--- config.mk ---
export PLATFORM = sky130hd
export DESIGN_NAME = rtc_alarm_irq
export DESIGN_NICKNAME = d
export VERILOG_FILES = /design/src/shared/rtc_alarm_pkg.sv /design/src/rtc_alarm_irq.sv /design/src/clk_divider.sv
export SDC_FILE = /design/constraint.sdc
export NUM_CORES = 1
export LEC_CHECK = 0
export ABC_CLOCK_PERIOD_IN_PS = 2250
export BUFFER_PORTS_ARGS = -buffer_cell sky130_fd_sc_hd__buf_4
export CORE_MARGIN = 5
export CORE_UTILIZATION = 40
export CTS_BUF_LIST = sky130_fd_sc_hd__clkbuf_4 sky130_fd_sc_hd__clkbuf_8 sky130_fd_sc_hd__clkbuf_16
export DETAILED_ROUTE_END_ITERATION = 8
export GPL_TIMING_DRIVEN = 0
export MAX_ROUTING_LAYER = met4
export SYNTH_ARGS = -nofsm -noshare
export SYNTH_HDL_FRONTEND = slang
export SYNTH_SLANG_ARGS = --single-unit
--- constraint.sdc ---
create_clock -name clk_in -period 2.25 [get_ports clk_in]
set_input_delay 0.5625 -clock clk_in [delete_from_list [all_inputs] [get_ports clk_in]]
set_output_delay 0.5625 -clock clk_in [all_outputs]
set_load 0.1 [all_outputs]
--- src/shared/rtc_alarm_pkg.sv ---
//============================================================
// Purpose: Constants for alarm, pin control, protect and trim
// Assumes: Byte-wide register port, 125 MHz clock
// Notes:   Offsets are the device's own byte addresses
//============================================================
package rtc_alarm_pkg;
   // Register offsets
   localparam logic [8:0] ALM0_BASE      = 9'h000;
   localparam logic [8:0] ALM1_BASE      = 9'h008;
   localparam logic [8:0] PROTECT_OFS    = 9'h010;
   localparam logic [8:0] IRQCTL_OFS     = 9'h011;
   localparam logic [8:0] TRIM_OFS       = 9'h012;
   localparam logic [8:0] STATUS_OFS     = 9'h03F;
   // Alarm byte indexes within an alarm block
   localparam int         ALM_YEAR_IDX   = 5;
   localparam int         ALM_BYTES      = 7;
   // Field positions
   localparam int         ALM_EN_BIT     = 7;
   localparam int         ST_AL1_BIT     = 6;
   localparam int         ST_AL0_BIT     = 5;
   localparam int         ST_ZERO_BIT    = 3;
   localparam int         IC_PULSE_BIT   = 7;
   localparam int         IC_EN1_BIT     = 6;
   localparam int         IC_EN0_BIT     = 5;
   localparam int         IC_FSEL_HI     = 4;
   localparam int         IC_FSEL_LO     = 3;
   localparam int         PR_SEL_HI      = 7;
   localparam int         PR_SEL_LO      = 5;
   // Reset values
   localparam logic [7:0] PROTECT_RST    = 8'h18;
   localparam logic [7:0] IRQCTL_RST     = 8'h00;
   localparam logic [7:0] TRIM_RST       = 8'h00;
   localparam logic [7:0] ALM_RST        = 8'h00;
   // Protect range bounds
   localparam logic [8:0] TOP_ADDR       = 9'h1FF;
   localparam logic [8:0] UP_QTR_LO      = 9'h180;
   localparam logic [8:0] UP_HALF_LO     = 9'h100;
   localparam logic [8:0] P4_HI          = 9'h03F;
   localparam logic [8:0] P8_HI          = 9'h07F;
   localparam logic [8:0] P16_HI         = 9'h0FF;
   // Clock output rates
   localparam int         CLK_HZ         = 125_000_000;
   localparam int         F32K_HZ        = 32_768;
   localparam int         F4K_HZ         = 4_096;
   localparam int         F1_HZ          = 1;
   localparam int         HALF32K_CYC    = CLK_HZ / (2 * F32K_HZ);
   localparam int         HALF4K_CYC     = CLK_HZ / (2 * F4K_HZ);
   localparam int         HALF1_CYC      = CLK_HZ / (2 * F1_HZ);
   // Pulse width on the pin in pulsed mode
   localparam int         PULSE_NS       = 64;
   localparam int         PULSE_CYC      = PULSE_NS / 8;
   typedef enum logic [1:0] {FSEL_ALARM, FSEL_32K, FSEL_4K, FSEL_1HZ}
      fsel_t;
endpackage

--- src/rtc_alarm_irq.sv ---
//============================================================
// Purpose: Alarm compare, pin control, write protect, trim
// Assumes: Byte register port; calendar and tick from outside
// Notes:   Persistent store modelled by reset-held flops
//============================================================
`timescale 1ns/1ps
module rtc_alarm_irq
   import rtc_alarm_pkg::*;
(
   input  wire logic       clk_in,
   input  wire logic       rst_b_in,
   input  wire logic       wr_in,
   input  wire logic       rd_start_in,
   input  wire logic       rd_done_in,
   input  wire logic [8:0] addr_in,
   input  wire logic [7:0] wdata_in,
   input  wire logic       tick_in,
   input  wire logic [7:0] cal_in [ALM_BYTES],
   output logic      [7:0] rdata_out,
   output logic            array_wr_out,
   output logic            irq_or_clockout_pin_out,
   output logic      [5:0] crystal_pin_caps_out,
   output logic            alarm_zero_flag_out,
   output logic            alarm_one_flag_out
);

   //=========================================================
   // Storage
   //=========================================================
   // Reset stands in for the first power-up of the persistent store
   logic [7:0] alm_ff [2][ALM_BYTES];
   logic [7:0] eeprom_protect_control_ff;
   logic [7:0] interrupt_and_clockout_control_ff;
   logic [7:0] analog_crystal_trim_ff;
   logic [1:0] flag_ff;
   logic [1:0] snap_ff;
   logic       hold_ff;
   logic [3:0] pulse_ff;

   //=========================================================
   // Decode
   //=========================================================
   logic [2:0] protect_select;
   logic       pulsed_irq_mode;
   logic [1:0] irq_en;
   fsel_t      clockout_select;
   logic       prot_hit;
   logic       alm_area;
   logic       alm_sel;
   logic [2:0] alm_idx;
   logic [1:0] match;
   logic       alarm_path;
   logic       w32k, w4k, w1;
   logic       nxt_pin;
   logic [7:0] nxt_rdata;

   assign protect_select  = eeprom_protect_control_ff[PR_SEL_HI:PR_SEL_LO];
   assign pulsed_irq_mode = interrupt_and_clockout_control_ff[IC_PULSE_BIT];
   assign irq_en = {interrupt_and_clockout_control_ff[IC_EN1_BIT],
                    interrupt_and_clockout_control_ff[IC_EN0_BIT]};
   assign clockout_select = fsel_t'(
      interrupt_and_clockout_control_ff[IC_FSEL_HI:IC_FSEL_LO]);

   function automatic logic in_range(input logic [8:0] a,
                                     input logic [8:0] lo,
                                     input logic [8:0] hi);
      return (a >= lo) && (a <= hi);
   endfunction

   always_comb
   begin
      unique case (protect_select)
         3'h0: prot_hit = 1'b0;
         3'h1: prot_hit = in_range(addr_in, UP_QTR_LO, TOP_ADDR);
         3'h2: prot_hit = in_range(addr_in, UP_HALF_LO, TOP_ADDR);
         3'h4: prot_hit = in_range(addr_in, 9'h000, P4_HI);
         3'h5: prot_hit = in_range(addr_in, 9'h000, P8_HI);
         3'h6: prot_hit = in_range(addr_in, 9'h000, P16_HI);
         default: prot_hit = 1'b1;
      endcase
   end

   assign alm_area = (addr_in < PROTECT_OFS);
   assign alm_sel  = addr_in[3];
   assign alm_idx  = addr_in[2:0];

   // Enabled fields must equal; year byte is skipped
   function automatic logic alarm_match(input logic [7:0] a [ALM_BYTES],
                                        input logic [7:0] c [ALM_BYTES]);
      logic ok;
      ok = 1'b1;
      for (int i = 0; i < ALM_BYTES; i++)
         if (i != ALM_YEAR_IDX && a[i][ALM_EN_BIT]
             && a[i][6:0] != c[i][6:0])
            ok = 1'b0;
      return ok;
   endfunction

   assign match[0] = tick_in && alarm_match(alm_ff[0], cal_in);
   assign match[1] = tick_in && alarm_match(alm_ff[1], cal_in);

   assign alarm_path = (clockout_select == FSEL_ALARM);

   always_comb
   begin
      unique case (clockout_select)
         FSEL_ALARM: nxt_pin = ~(hold_ff || (pulse_ff != 4'h0));
         FSEL_32K:   nxt_pin = w32k;
         FSEL_4K:    nxt_pin = w4k;
         FSEL_1HZ:   nxt_pin = w1;
      endcase
   end

   always_comb
   begin
      nxt_rdata = 8'h00;
      if (addr_in == STATUS_OFS)
      begin
         nxt_rdata[ST_AL1_BIT] = flag_ff[1];
         nxt_rdata[ST_AL0_BIT] = flag_ff[0];
         nxt_rdata[ST_ZERO_BIT] = 1'b0;
      end
      else if (alm_area && alm_idx != 3'h7)
         nxt_rdata = alm_ff[alm_sel][alm_idx];
      else if (addr_in == PROTECT_OFS)
         nxt_rdata = eeprom_protect_control_ff;
      else if (addr_in == IRQCTL_OFS)
         nxt_rdata = interrupt_and_clockout_control_ff;
      else if (addr_in == TRIM_OFS)
         nxt_rdata = analog_crystal_trim_ff;
   end

   //=========================================================
   // Registers
   //=========================================================
   always_ff @(posedge clk_in or negedge rst_b_in)
   begin
      if (!rst_b_in)
      begin
         eeprom_protect_control_ff         <= PROTECT_RST;
         interrupt_and_clockout_control_ff <= IRQCTL_RST;
         analog_crystal_trim_ff            <= TRIM_RST;
      end
      else if (wr_in && !prot_hit)
      begin
         if (addr_in == PROTECT_OFS)
            eeprom_protect_control_ff <= wdata_in;
         if (addr_in == IRQCTL_OFS)
            interrupt_and_clockout_control_ff <= wdata_in;
         if (addr_in == TRIM_OFS)
            analog_crystal_trim_ff <= {2'b00, wdata_in[5:0]};
      end
   end

   always_ff @(posedge clk_in or negedge rst_b_in)
   begin
      if (!rst_b_in)
      begin
         for (int s = 0; s < 2; s++)
            for (int i = 0; i < ALM_BYTES; i++)
               alm_ff[s][i] <= ALM_RST;
      end
      else if (wr_in && !prot_hit && alm_area && alm_idx != 3'h7)
         alm_ff[alm_sel][alm_idx] <= wdata_in;
   end

   // Set wins: a match during the clearing read survives it
   always_ff @(posedge clk_in or negedge rst_b_in)
   begin
      if (!rst_b_in)
      begin
         flag_ff <= 2'b00;
         snap_ff <= 2'b00;
      end
      else
      begin
         if (rd_start_in && addr_in == STATUS_OFS)
            snap_ff <= flag_ff;
         flag_ff <= (flag_ff & ~(rd_done_in ? snap_ff : 2'b00))
                    | match;
      end
   end

   always_ff @(posedge clk_in or negedge rst_b_in)
   begin
      if (!rst_b_in)
      begin
         hold_ff  <= 1'b0;
         pulse_ff <= 4'h0;
      end
      else
      begin
         if (!pulsed_irq_mode && alarm_path && |(match & irq_en))
            hold_ff <= 1'b1;
         else if (rd_done_in && |snap_ff || pulsed_irq_mode)
            hold_ff <= 1'b0;
         if (pulsed_irq_mode && alarm_path && |(match & irq_en))
            pulse_ff <= 4'(PULSE_CYC);
         else if (pulse_ff != 4'h0)
            pulse_ff <= pulse_ff - 4'h1;
      end
   end

   always_ff @(posedge clk_in or negedge rst_b_in)
   begin
      if (!rst_b_in)
      begin
         irq_or_clockout_pin_out <= 1'b1;
         crystal_pin_caps_out    <= 6'h00;
         alarm_zero_flag_out     <= 1'b0;
         alarm_one_flag_out      <= 1'b0;
         array_wr_out            <= 1'b0;
         rdata_out               <= 8'h00;
      end
      else
      begin
         irq_or_clockout_pin_out <= nxt_pin;
         crystal_pin_caps_out    <= analog_crystal_trim_ff[5:0];
         alarm_zero_flag_out     <= flag_ff[0];
         alarm_one_flag_out      <= flag_ff[1];
         array_wr_out            <= wr_in && !prot_hit;
         rdata_out               <= nxt_rdata;
      end
   end

   //=========================================================
   // Clock output dividers
   //=========================================================
   clk_divider #(.HALF_CYC(HALF32K_CYC)) u_d32k
   (
      .clk_in   (clk_in),
      .rst_b_in (rst_b_in),
      .run_in   (clockout_select == FSEL_32K),
      .wave_out (w32k)
   );
   clk_divider #(.HALF_CYC(HALF4K_CYC)) u_d4k
   (
      .clk_in   (clk_in),
      .rst_b_in (rst_b_in),
      .run_in   (clockout_select == FSEL_4K),
      .wave_out (w4k)
   );
   clk_divider #(.HALF_CYC(HALF1_CYC)) u_d1
   (
      .clk_in   (clk_in),
      .rst_b_in (rst_b_in),
      .run_in   (clockout_select == FSEL_1HZ),
      .wave_out (w1)
   );
endmodule

--- src/clk_divider.sv ---
//============================================================
// Purpose: Square wave generator for the clock output choices
// Assumes: Half period given in clk_in cycles
// Notes:   Restarts on any change of choice
//============================================================
`timescale 1ns/1ps
module clk_divider
   import rtc_alarm_pkg::*;
#(
   parameter int HALF_CYC = HALF1_CYC
)
(
   input  wire logic clk_in,
   input  wire logic rst_b_in,
   input  wire logic run_in,
   output logic      wave_out
);
   logic [26:0] cnt_ff;
   logic        nxt_wrap;

   assign nxt_wrap = (cnt_ff == 27'(HALF_CYC - 1));

   always_ff @(posedge clk_in or negedge rst_b_in)
   begin
      if (!rst_b_in)
      begin
         cnt_ff   <= 27'h0;
         wave_out <= 1'b0;
      end
      else if (!run_in)
      begin
         cnt_ff   <= 27'h0;
         wave_out <= 1'b0;
      end
      else if (nxt_wrap)
      begin
         cnt_ff   <= 27'h0;
         wave_out <= ~wave_out;
      end
      else
         cnt_ff <= cnt_ff + 27'h1;
   end
endmodule

==> impl_metrics.toml <==
[grt]
grtUsageTotal_pct = 19.32
grt_max_degree = 95
antenna_found_initial = 0
grt_pass1_vias = 8662
grt_pass1_wl_um = 50140
grt_overflow = 0

[place]
place.gp.congestion = 0.9342
pre_cts_ws_ns = -0.9867
port_buffers = 79
hpwl_um = 22950
placed_area_um2 = 13560
dp.cells = 1527

[drt]
vias = 8683
wire_per_inst_um = 20.18
first_pass_iters = 5
drc = 0
drtIter0Drc = 649
wl_um = 32420
ant_nets = 0
vias_per_cell = 5.403

[finish]
design_area_um2 = 15260
drive_gt1_share_pct = 32.04
diodes = 0
final_core_util_pct = 50.16
final_cells = 1607
area_delta_synth_final_pct = 24.63
final_nets = 1275

[clock_network]
cts_buffers = 28
cts_tree = "done"
cts_max_level = 1
cts_buffer_depth = 3
root_buffer = "clkbuf_16"
cts.sinks = 245
clk_pin_slew_ns = 0.06
insertion_delay_ns = 0.53

[timing]
hold_slack_ns = 0.3386
grt_setup_unrepaired = "true"
period_share_pct = 100.0
fin_crit_ns = 2.250
tns_ns = -0.0001730
max_slew_margin_pct = 41.73
setup_viol = 1
skew_ns = 0.01488
finalMaxSlewViolations = 0
max_freq_mhz = 444.4
worst-slew-pin-transition_ns = 0.8741
finalHoldViolCount = 0
fin_ws_ns = -0.0001730

[setup_path]
cpPeakStageDelay_ns = 0.43
cp_num_buf_inv = 2
worstPathArrival_ns = 2.67
end_kind = "flip-flop"
crit_family = "simple AND/OR/NAND/NOR gates"
setup.worst_path.start_class = "flip-flop"
crit_required_ns = 2.67
crit_type = "flip-flop to flip-flop"
worstPathCellList = "a21oi_2, nor3_2, a31oi_1, nand3_2, or3_4, buf_6, nor2_4, buf_12, mux2_4"
slowest_stage = "or3_4"
crit_fanout = 6

[die]
core_area_um2 = 30430
die_y_um = 185.0
initial_core_util_pct = 40.24
row_count = 64
ios = 97
dieArea_um2 = 34210
die_w_um = 185.0

[logic_synthesis]
yosys.area.top_type = "dfrtp_1"
synth_ff_type = "dfrtp_1"
synth_seq_cells = 245
syn_area_um2 = 12250
yosys_warnings = 0
synth_edf_count = 0
postSynth.asyncResetShare_pct = 100.0
synthCells = 1050
synth_most_common_cell = "dfrtp_1"
ys_seq_area_share_pct = 50.10
synth_nets = 1136
avgSynthCellArea_um2 = 11.66
synth.top_cells.by_count = "242 x dfrtp_1, 136 x mux2_2, 117 x nor2_1, 87 x xor2_1, 72 x xnor2_1"
yosys.area.top_type_share_pct = 49.45
synth_area_leaders = "dfrtp_1 49%, mux2_2 13%, xor2_1 6.2%"
synth.distinct_cells = 55

[job]
drv_cap = 0

[status]
status = "finished with violations"
violations = "setup timing"

[power_and_ir_drop]
power_density_nw_per_um2 = 696.5
leakagePower_nw = 6.710
power.total_mw = 10.63
ir_drop_uv = 537.8

[worst_hold_path]
min_path_type = "input port to flip-flop"
## what timing repair did
action / 4_1_cts / 5_1_grt
setup buffers: 24 / 5
hold endpoints to repair: 57 / 0
pin swaps: 12 / 11
gates resized for setup: 37 / 56
hold buffers: 1 / 0
cloned: 2 / 0
setup endpoints to repair: 187 / 162
## flip-flops by register name, summed over array words and instances (netlist names), 4 cells and up
signal / count
eeprom_protect_control_ff: 8
interrupt_and_clockout_control_ff: 8
alm_ff: 112
analog_crystal_trim_ff: 6
crystal_pin_caps_out: 6
u_d32k.cnt_ff: 27
u_d4k.cnt_ff: 27
rdata_out: 8
pulse_ff: 4
u_d1.cnt_ff: 27
## kinds of logic after synthesis
kind of cell | Yosys count | synth area share (%)
compound gates | 70 | 3.842
xor+xnor | 159 | 11.37
fa+ha+maj | 7 | 0.7152
buf+inv | 60 | 2.043
flops | 245 | 50.10
mux | 179 | 18.40
simple gates | 330 | 13.53
## placed cells by master, fill, tap and decap left out, types with 8 or more instances in the layout
cell type	netlist	routed
mux4_2	22	22
nand4_1	34	34
nor4_1	12	9
clkbuf_1	27	17
nand2_1	51	48
and3_1	12	12
o21ai_0	8	8
buf_6	2	11
mux2_4	0	49
a21oi_1	22	21
dfrtp_1	242	241
xor2_1	87	87
buf_4	0	95
inv_1	18	18
mux2_2	136	87
nand3_1	39	36
nand2b_1	8	8
mux2i_1	20	20
nor2_1	117	114
clkbuf_16	0	29
xnor2_1	72	72
## path summary, 6_finish.rpt
kind                       cells after the start  slack (ns)                         start                      end
setup / recovery                               9     -0.0002  eeprom_protect_control_ff[5]               alm_ff[64]
hold / removal                                 3        0.34                    rd_done_in               flag_ff[1]
setup reg to reg                               9     -0.0002  eeprom_protect_control_ff[5]               alm_ff[64]
hold reg to reg                                0        0.41     analog_crystal_trim_ff[1]  crystal_pin_caps_out[1]
max in group asynchronous                      3        0.87                      rst_b_in              alm_ff[110]
min in group asynchronous                      2        0.55                      rst_b_in          u_d1.cnt_ff[23]
## report_power, final
group | internal [mW] | switching, mW | total, mW
Clock | 3.19 | 1.83 | 5.01
Sequential | 4.53 | 0.100 | 4.63
Combinational | 0.404 | 0.583 | 0.987
Total | 8.12 | 2.51 | 10.6
## routing by layer
layer	vias up	global-route usage, %	wire length, um
li1	3996	-	-
met1	4380	27.40	14930
met2	253	29.95	14950
met3	54	2.298	1815
met4	0	4.698	724
met5	-	-	0
## worst register-to-register path: cells and delay by family, from the launching register on
family / cells / cell delay (ns)
simple gates: 4 / 0.78
mux: 1 / 0.30
compound gates: 2 / 0.34
buf+inv: 2 / 0.32
flops: 1 / 0.42
## layout make-up
cell class	count	area (um^2)
Multi-Input combinational cell	745	6280
Tap cell	396	495.5
Timing Repair Buffer	113	1015
Inverter	19	71.32
Clock buffer	39	844.6
Buffer	37	222.7
Clock inverter	13	197.7
Fill cell	2708	15170
Sequential cell	245	6136
(Power assumes the default switching activity.)
